File: config.mk
export PLATFORM = sky130hd
export DESIGN_NAME = cam_alu
export DESIGN_NICKNAME = d
export VERILOG_FILES = /design/src/cam_pkg.sv /design/src/cam_mulsh.sv /design/src/cam_alu.sv
export SDC_FILE = /design/constraint.sdc
export NUM_CORES = 1
export LEC_CHECK = 0
export BUFFER_PORTS_ARGS = -buffer_cell sky130_fd_sc_hd__buf_4
export CORE_MARGIN = 10
export CORE_UTILIZATION = 45
export CTS_CLUSTER_SIZE = 16
export DETAILED_ROUTE_END_ITERATION = 16
export SYNTH_ARGS = -nofsm -noshare
export SYNTH_HDL_FRONTEND = slang
export SYNTH_HIERARCHICAL = 1
export SYNTH_SLANG_ARGS = --single-unit
File: constraint.sdc
create_clock -name mclk -period 1.4 [get_ports mclk]
set_input_delay 0.07 -clock mclk [delete_from_list [all_inputs] [get_ports mclk]]
set_output_delay 0.07 -clock mclk [all_outputs]
set_load 0.05 [all_outputs]
File: src/cam_pkg.sv
// constants, operation codes and carriers for the multiply, compare and bit unit
package cam_pkg;

    localparam int          CAM_W       = 8;
    localparam int          CAM_IW      = 3;
    localparam int          CAM_PW      = 2 * CAM_W;
    localparam logic [7:0]  CAM_A_RST   = 8'h00;
    localparam logic [7:0]  CAM_D_RST   = 8'h00;
    localparam logic        CAM_C_RST   = 1'b0;
    localparam logic        CAM_V_RST   = 1'b0;
    localparam logic        CAM_Z_RST   = 1'b0;
    localparam int          CAM_RSP_LAT = 1;
    localparam int          CAM_SF_C    = 7;
    localparam int          CAM_SF_V    = 6;
    localparam int          CAM_SF_Z    = 5;
    localparam int          CAM_SIGN    = 7;

    typedef enum logic [4:0] {
        CAM_OP_NOP      = 5'h00,
        CAM_OP_MUL_RR   = 5'h01,
        CAM_OP_MUL_RRR  = 5'h02,
        CAM_OP_MUL_MEM  = 5'h03,
        CAM_OP_MUL_IMM  = 5'h04,
        CAM_OP_MSHL     = 5'h05,
        CAM_OP_MSHR     = 5'h06,
        CAM_OP_MSHRA    = 5'h07,
        CAM_OP_CMP_IMM  = 5'h08,
        CAM_OP_CMP_RR   = 5'h09,
        CAM_OP_CMP_MEM  = 5'h0A,
        CAM_OP_TSTB     = 5'h0B,
        CAM_OP_SETB     = 5'h0C,
        CAM_OP_CLRB     = 5'h0D,
        CAM_OP_INVB     = 5'h0E,
        CAM_OP_SFLAG    = 5'h0F,
        CAM_OP_RFLAG_R  = 5'h10,
        CAM_OP_RFLAG_M  = 5'h11
    } cam_op_t;

    typedef enum logic [1:0] {
        CAM_MS_MUL  = 2'b00,
        CAM_MS_SHL  = 2'b01,
        CAM_MS_SHR  = 2'b10,
        CAM_MS_SHRA = 2'b11
    } cam_ms_t;

    typedef struct packed {
        cam_op_t     op;
        logic [7:0]  reg1;
        logic [7:0]  reg2;
        logic [7:0]  reg3;
        logic [7:0]  data_memory;
        logic [7:0]  imm;
        logic [2:0]  idx;
    } cam_req_t;

    typedef struct packed {
        logic        valid;
        logic [7:0]  a;
        logic [7:0]  dest;
        logic        dest_we;
        logic        c;
        logic        v;
        logic        z;
    } cam_state_t;

endpackage

File: src/cam_mulsh.sv
// combinational multiplier and multiply-based shifter
`timescale 1ns/10ps
module cam_mulsh
    import cam_pkg::*;
#(
    parameter int W  = CAM_W,
    parameter int IW = CAM_IW
) (
    input  wire logic [W-1:0]   x,
    input  wire logic [W-1:0]   y,
    input  wire cam_ms_t        mode,
    input  wire logic [IW-1:0]  sh,
    output logic [2*W-1:0]      p
);

    // shift amounts must cover exactly one operand width
    generate
        if (W != (1 << IW)) begin : g_bad_width
            $error("cam_mulsh: W must equal 2**IW");
        end
    endgenerate

    logic [2*W-1:0] xw;
    logic [2*W-1:0] yw;
    logic [2*W-1:0] xhi;

    always_comb begin
        xw  = {{W{1'b0}}, x};
        yw  = {{W{1'b0}}, y};
        xhi = {x, {W{1'b0}}};
        case (mode)
            CAM_MS_MUL:  p = xw * yw;
            CAM_MS_SHL:  p = xw << sh;
            // shifted-out bits land at the top of the low byte
            CAM_MS_SHR:  p = xhi >> sh;
            CAM_MS_SHRA: p = $unsigned($signed(xhi) >>> sh);
            default:     p = '0;
        endcase
    end

endmodule

File: src/cam_alu.sv
// multiply, shift, compare, bit and flag save/restore unit of the cpu datapath
`timescale 1ns/10ps
module cam_alu
    import cam_pkg::*;
(
    input  wire logic      mclk,
    input  wire logic      rstn,
    input  wire logic      req_valid,
    input  wire cam_req_t  req,
    output logic           rsp_valid,
    output logic [7:0]     a_q,
    output logic [7:0]     dest_q,
    output logic           dest_we,
    output logic           c_q,
    output logic           v_q,
    output logic           z_q
);

    localparam cam_state_t CAM_ST_RST = '{
        valid:   1'b0,
        a:       CAM_A_RST,
        dest:    CAM_D_RST,
        dest_we: 1'b0,
        c:       CAM_C_RST,
        v:       CAM_V_RST,
        z:       CAM_Z_RST
    };

    cam_state_t     st_q;
    cam_state_t     st_d;

    logic [7:0]     ms_x;
    logic [7:0]     ms_y;
    cam_ms_t        ms_mode;
    logic [15:0]    ms_p;
    logic [7:0]     cmp_x;
    logic [8:0]     cmp_diff;
    logic [7:0]     bit_mask;
    logic [7:0]     rf_src;

    // operand steering for the shared multiplier
    always_comb begin
        ms_x    = req.reg1;
        ms_y    = req.reg2;
        ms_mode = CAM_MS_MUL;
        case (req.op)
            CAM_OP_MUL_RR: begin
                ms_x = req.reg2;
                ms_y = req.reg1;
            end
            CAM_OP_MUL_RRR: begin
                ms_x = req.reg2;
                ms_y = req.reg3;
            end
            CAM_OP_MUL_MEM: begin
                ms_x = req.data_memory;
                ms_y = req.reg1;
            end
            CAM_OP_MUL_IMM: begin
                ms_x = req.imm;
                ms_y = req.reg1;
            end
            CAM_OP_MSHL: begin
                ms_mode = CAM_MS_SHL;
            end
            CAM_OP_MSHR: begin
                ms_mode = CAM_MS_SHR;
            end
            CAM_OP_MSHRA: begin
                ms_mode = CAM_MS_SHRA;
            end
            default: begin
                ms_mode = CAM_MS_MUL;
            end
        endcase
    end

    cam_mulsh #(
        .W  (CAM_W),
        .IW (CAM_IW)
    ) u_mulsh (
        .x    (ms_x),
        .y    (ms_y),
        .mode (ms_mode),
        .sh   (req.idx),
        .p    (ms_p)
    );

    // minuend for compare (reg2 in the register form); subtrahend is always reg1
    always_comb begin
        case (req.op)
            CAM_OP_CMP_IMM: cmp_x = req.imm;
            CAM_OP_CMP_MEM: cmp_x = req.data_memory;
            default:        cmp_x = req.reg2;
        endcase
        cmp_diff = {1'b0, cmp_x} - {1'b0, req.reg1};
        bit_mask = 8'h01 << req.idx;
        rf_src   = (req.op == CAM_OP_RFLAG_M) ? req.data_memory : req.reg1;
    end

    always_comb begin
        st_d         = st_q;
        st_d.valid   = 1'b0;
        st_d.dest_we = 1'b0;
        if (req_valid) begin
            st_d.valid = 1'b1;
            case (req.op)
                // flags deliberately held: undefined after products
                CAM_OP_MUL_RR, CAM_OP_MUL_RRR, CAM_OP_MUL_MEM, CAM_OP_MUL_IMM,
                CAM_OP_MSHL, CAM_OP_MSHR, CAM_OP_MSHRA: begin
                    st_d.a       = ms_p[7:0];
                    st_d.dest    = ms_p[15:8];
                    st_d.dest_we = 1'b1;
                end
                CAM_OP_CMP_IMM, CAM_OP_CMP_RR, CAM_OP_CMP_MEM: begin
                    st_d.a = cmp_diff[7:0];
                    st_d.c = ~cmp_diff[8];
                    st_d.z = (cmp_diff[7:0] == 8'h00);
                    st_d.v = ~cmp_diff[8] & (cmp_diff[7:0] != 8'h00);
                end
                CAM_OP_TSTB: begin
                    st_d.a = req.reg1 & bit_mask;
                    st_d.z = ((req.reg1 & bit_mask) == 8'h00);
                end
                CAM_OP_SETB: begin
                    st_d.a       = req.reg1 | bit_mask;
                    st_d.dest    = req.reg1 | bit_mask;
                    st_d.dest_we = 1'b1;
                    st_d.z       = 1'b0;
                end
                CAM_OP_CLRB: begin
                    st_d.a       = req.reg1 & ~bit_mask;
                    st_d.dest    = req.reg1 & ~bit_mask;
                    st_d.dest_we = 1'b1;
                    st_d.z       = ((req.reg1 & ~bit_mask) == 8'h00);
                end
                CAM_OP_INVB: begin
                    st_d.a       = req.reg1 ^ bit_mask;
                    st_d.dest    = req.reg1 ^ bit_mask;
                    st_d.dest_we = 1'b1;
                    st_d.z       = ((req.reg1 ^ bit_mask) == 8'h00);
                end
                CAM_OP_SFLAG: begin
                    st_d.a           = 8'h00;
                    st_d.a[CAM_SF_C] = st_q.c;
                    st_d.a[CAM_SF_V] = st_q.v;
                    st_d.a[CAM_SF_Z] = st_q.z;
                end
                CAM_OP_RFLAG_R, CAM_OP_RFLAG_M: begin
                    st_d.a = {rf_src[6:0], 1'b0};
                    st_d.c = rf_src[CAM_SIGN];
                    st_d.z = (rf_src[6:0] == 7'h00);
                end
                default: begin
                    st_d.valid = 1'b0;
                end
            endcase
        end
    end

    always_ff @(posedge mclk or negedge rstn) begin
        if (!rstn) begin
            st_q <= CAM_ST_RST;
        end else begin
            st_q <= st_d;
        end
    end

    assign rsp_valid = st_q.valid;
    assign a_q       = st_q.a;
    assign dest_q    = st_q.dest;
    assign dest_we   = st_q.dest_we;
    assign c_q       = st_q.c;
    assign v_q       = st_q.v;
    assign z_q       = st_q.z;

    function automatic logic [15:0] mul16(input logic [7:0] x, input logic [7:0] y);
        mul16 = {8'h00, x} * {8'h00, y};
    endfunction
endmodule

Word-level counts from Yosys, hierarchy flattened

Index checks and enable logic that the tools add are counted.

Output and inout bits: 21
Flip-flop bits (word level): 21

Bitwise gates (word level): 7
Reduce and logical (&&, ||, !) cells: 22
Add/subtract/negate cells: 1
Equal/unequal tests: 20
Multipliers: 1
Shift operators: 4
Multiplexer cells: 13

Operator list:

| cell                  | count |
|---|---|
| $pmux W16 S4          | 1 |
| $pmux W8 S8           | 1 |
| $eq A5 B4 Y1 const B  | 8 |
| $pmux W9 S4           | 1 |
| $logic_not A8 Y1      | 4 |
| $pmux W8 S2           | 2 |
| $pmux W8 S3           | 1 |
| $mux W21              | 1 |
| $eq A5 B3 Y1 const B  | 4 |
| $reduce_or A17 Y1     | 1 |
| $and A8 B8 Y8         | 2 |
| $mul A8 B8 Y16        | 1 |
| $reduce_bool A8 Y1    | 2 |
| $shl A8 B3 Y16        | 1 |
| $shr A16 B3 Y16       | 1 |
| $sshr A16 B3 Y16      | 1 |
| $eq A5 B2 Y1 const B  | 2 |
| $eq A5 B5 Y1 const B  | 2 |
| $reduce_and A2 Y1     | 5 |
| $sub A8 B8 Y9         | 1 |
| $mux W8               | 1 |
| $not A8 Y8            | 1 |
| $or A8 B8 Y8          | 1 |
| $shl A1 B3 Y8 const A | 1 |
| 18 further kinds      | 22 |

Logic depth before layout (Yosys ltp)

Word-level depth: 7
Gate-level depth with buffers: 27
Gate-level depth less buffers: 23

Hierarchy

The synthesis kept the hierarchy.

By module, submodules not included:

| module    | cells an instance | instances | area an instance (sq um) |
|---|---|---|---|
| cam_mulsh | 384               | 1         | 3045.4 |
| cam_alu   | 406               | 1         | 3027.9 |

Least setup slack after synthesis

No wires, ideal clock.

Path kind: in2reg
Start point: input req[44] in the netlist's numbering
End point: register st_q, in the netlist dest_q[5]
Data required time: 1.323 ns
Path buffers: 4
Setup slack: -3.965 ns
Setup time: 0.077 ns
Stages on the path: 26
Data arrival time: 5.287 ns
Cell sequence: buf_2 -> nor2_2 -> mux2i_1 -> nor3_4 -> or2_1 -> buf_2 -> buf_4 -> nor2_1 -> a21oi_1 -> clkbuf_1 -> nand2_1 -> fa_1 -> fa_1 -> inv_1 -> fa_1 -> inv_1 -> fa_1 -> inv_1 -> ha_1 -> nand2_1 -> a211oi_2 -> o21ai_1 -> or4_1 -> nand3_1 -> a21oi_1 -> o21ai_1

Word-level cells in the longest chain between the ends: 6

RTL lines:

| element                                             | RTL line        | text |
|---|---|---|
| start: declaration                                  | cam_alu.sv:9    | `input wire cam_req_t req,` |
| $eq A5 B1 Y1 / $eq A5 B2 Y1 (equally long branches) | cam_alu.sv:46   | `case (req.op)` |
| $reduce_or A2 Y1 (no source line)                   | n/a             |  |
| $pmux W8 S3 (*)                                     | cam_alu.sv:46   |  |
| net ms_x[5]                                         | cam_alu.sv:32   | `logic [7:0] ms_x;` |
| $mul A8 B8 Y16 (tied with other cells)              | cam_mulsh.sv:32 | `CAM_MS_MUL: p = xw * yw;` |
| $pmux W16 S4 (*)                                    | cam_mulsh.sv:31 | `case (mode)` |
| net ms_p[13]                                        | cam_alu.sv:35   | `logic [15:0] ms_p;` |
| $pmux W9 S4 (*)                                     | cam_alu.sv:107  | `case (req.op)` |
| end signal: assignment                              | cam_alu.sv:165  | `st_q <= st_d;` |
| end: declaration                                    | cam_alu.sv:29   | `cam_state_t st_q;` |

Mark *: on every way through the listed nets, which the timed path passes. The rest lies on a longest branch.
A chain may end at the register's enable or synchronous reset.

Worst setup path in the final report

Start point: input req[45] in the netlist's numbering
End point: register st_q, in the netlist dest_q[6]

Same word-level chain as after synthesis.

==> results.sh <==
export IMPL_hold_path_class="input port to flip-flop"
export IMPL_ios=72
export IMPL_mappedNetlistArea_um2=6070
export IMPL_vias=7311
export IMPL_synth_fp_nets=946
export IMPL_ff_latch_area_um2=526
export IMPL_netlist_area_leader_share=0.140
export IMPL_multi_input_area_um2=6140
export IMPL_power_switching_mw=6.92
export IMPL_grt_pass1_wl_um=40200
export IMPL_num_rows=42
export IMPL_synth_edff_count=0
export IMPL_dpl_cell_area_um2=8590
export IMPL_synthTopCellsByArea="ha_1 14%, fa_1 12%, dfrtp_1 8.7%"
export IMPL_area_growth_pct=63.3
export IMPL_drt_iter0_drc=750
export IMPL_final_hold_violation_count=0
export IMPL_fin_cells=1257
export IMPL_tightest_slew_ns=0.600
export IMPL_whs_ns=0.135
export IMPL_portBuffers=71
export IMPL_cp_common_cell="fa_1"
export IMPL_clock_path_buffers=2
export IMPL_place_inst=1215
export IMPL_worstSkewPairLatency_ns=0.25
export IMPL_synthArstFlopShare=1.00
export IMPL_grt_max_degree=34
export IMPL_grt_use_total=0.266
export IMPL_p_int_mw=6.91
export IMPL_overflow=0
export IMPL_finalCritPeriodShare=3.42
export IMPL_setup_tns_ns=-48.04
export IMPL_slew_headroom=0.600
export IMPL_viasPerCell=5.82
export IMPL_r2r_setup_slack_ns=-0.10
export IMPL_critPathCaptureType="flip-flop"
export IMPL_die_w_um=136
export IMPL_postRouteAntennaNets=0
export IMPL_route_detailed_drc=0
export IMPL_htreeDepth=1
export IMPL_switching_share=0.500
export IMPL_synth_avg_cell_area_um2=7.69
export IMPL_fin_skew_ns=0.000931
export IMPL_clk_pin_slew_ns=0.05
export IMPL_setup_ws_ns=-3.39
export IMPL_cts_root_buf="clkbuf_16"
export IMPL_grt_setup_unrepaired="yes"
export IMPL_seq_power_share=0.066
export IMPL_cp_start_kind="input port"
export IMPL_gp_congestion=1.02
export IMPL_coreArea_um2=13200
export IMPL_nNetsFinal=1238
export IMPL_hpwl_um=20100
export IMPL_violations="negative setup slack"
export IMPL_required_ns=1.53
export IMPL_setup_viol=19
export IMPL_synth_warnings=6
export IMPL_cts_tree="built"
export IMPL_antenna_found_initial=1
export IMPL_firstDrtPassIters=7
export IMPL_initial_core_util=0.459
export IMPL_worstPathArrival_ns=4.92
export IMPL_synth_yosys_seq_area_share=0.0865
export IMPL_report_final_slew_viol_count=0
export IMPL_design_area_um2=9920
export IMPL_synth_top_cell_by_area="ha_1"
export IMPL_cts_sinks=21
export IMPL_cpMaxStageDelayCell="fa_1"
export IMPL_totalWireLength_um=25500
export IMPL_status="finished, violations left"
export IMPL_n_fill_cell=976
export IMPL_syn_inst=790
export IMPL_p_per_area_nw_per_um2=1390
export IMPL_p_leak_nw=4.68
export IMPL_synth_seq_cells=21
export IMPL_cts_buffers=3
export IMPL_crit_path_max_fanout=7
export IMPL_diodes=0
export IMPL_clockPowerShare=0.043
export IMPL_final_layout_size_suffix_gt1_frac=0.490
export IMPL_max_freq_mhz=209
export IMPL_vdd_drop_max_v=0.00120
export IMPL_combPwrFrac=0.892
export IMPL_ys_types=83
export IMPL_die_h_um=136
export IMPL_fin_crit_ns=4.79
export IMPL_synthFlopType="dfrtp_1"
export IMPL_max_stage_delay_ns=0.53
export IMPL_crit_type="input port to flip-flop"
export IMPL_dieArea_um2=18500
export IMPL_cap_violations=0
export IMPL_first_global_vias=7712
export IMPL_wl_per_cell_um=20.3
cell families after synthesis:
| family | Yosys count | synth area share |
|---|---|---|
| AOI/OAI and AO/OA | 203 | 0.227 |
| xor gates and xnor gates | 10 | 0.0144 |
| adders and majority gates | 105 | 0.262 |
| buffers and inverters | 113 | 0.0791 |
| DFF | 21 | 0.0865 |
| muxes | 51 | 0.0888 |
| and+or+nand+nor | 287 | 0.242 |
per-stage QoR:
step	utilization	setup slack, ns	total power [mW]
after CTS	0.715	-3.31	12.5
final	0.749	-3.39	13.8
after global placement	0.648	-3.71	10.1
after global routing	0.749	-3.55	14.7
after floorplan	-	-3.53	6.60
after detailed placement	0.648	-3.78	10.3
registers in the layout, indices dropped and copies added, names as in the netlist:
register and count:
a_q 8, c_q 1, dest_q 8, dest_we 1, rsp_valid 1, v_q 1
z_q 1
synth_stat cells, drive strengths merged, types with 4 or more instances:
cell type  number
o22ai           8
a311oi          6
o211ai          8
and3            7
buf            24
and2           55
a21oi          56
nand2b         10
a31oi           9
nor3           13
nand2          81
a211oi          9
nor2           63
a222oi          8
clkbuf         16
a2bb2oi         4
or2             4
ha             68
inv            73
o31ai           4
nor2b          15
o21ai          42
nor4           10
mux2           10
fa             37
dfrtp          21
mux2i          40
o21a            4
nand3          10
o311ai          4
a2111oi         4
a21o            4
a22oi          10
xor2            7
power by group through the flow:
stage	Sequential, mW	Clock [mW]	Combinational (mW)
6_report	0.909	0.590	12.3
5_1_grt	0.929	0.630	13.1
4_1_cts	0.908	0.602	11.0
3_5_place_dp	0.909	0	9.44
3_3_place_gp	0.901	0	9.24
2_1_floorplan	1.53	0	5.07
final cells by class:
type	instances	share of cell area
flip-flops and latches	21	0.0530
inverters	73	0.0276
well taps	176	0.0222
clock buffers	4	0.00795
repair buffers	327	0.270
multi-input cells	656	0.619
placed cells by master, fill, tap and decap left out, drive strengths merged, types with 4 or more instances in the layout:
master	instances
o311ai	4
dfrtp	21
mux2	10
xor2	7
a311oi	6
o21a	4
a222oi	8
mux2i	40
o211ai	8
nor4	10
nand3	10
o21ai	42
a2bb2oi	4
a2111oi	4
ha	68
or2	4
and2	55
and3	7
inv	73
nor2b	15
buf	326
a211oi	9
nand2b	10
clkbuf	4
nand2	81
nor3	13
a21oi	56
a22oi	10
nor2	63
a31oi	9
a21o	4
o31ai	4
o22ai	8
fa	37
routing by layer:
metal  vias to the layer above  wire, um  share of wire  track usage
met5                         -         0              0            0
met4                         0       821          0.032       0.0734
met3                        68      1380          0.054       0.0280
met2                       304     13400           0.53        0.501
met1                      3567      9830           0.39        0.310
li1                       3372         -              -            -
critical path, delay by kind of cell:
family,cells,cell delay (ns)
AOI/OAI and AO/OA,6,0.79
xor gates and xnor gates,1,0.20
adders and majority gates,5,2.17
buffers and inverters,8,0.84
muxes,1,0.24
and+or+nand+nor,4,0.62
worst paths after layout:
check / startpoint / end / cells after the start
max: req[45] / dest_q[6] / 25
min: req_valid / c_q / 3
max reg2reg: z_q / a_q[5] / 5
min reg2reg: dest_q[7] / dest_q[7] / 2
max in group asynchronous: rstn / a_q[7] / 2
min in group asynchronous: rstn / dest_q[0] / 2
what timing repair did:
| action | CTS | global route |
|---|---|---|
| endpoints found under the hold margin | 21 | 0 |
| setup endpoints to repair | 19 | 19 |
| cloned | 2 | 0 |
| setup buffers | 25 | 18 |
| pin swaps | 80 | 67 |
| hold buffers | 1 | 0 |
| gates resized for setup | 125 | 78 |
(Power assumes the default switching activity.)
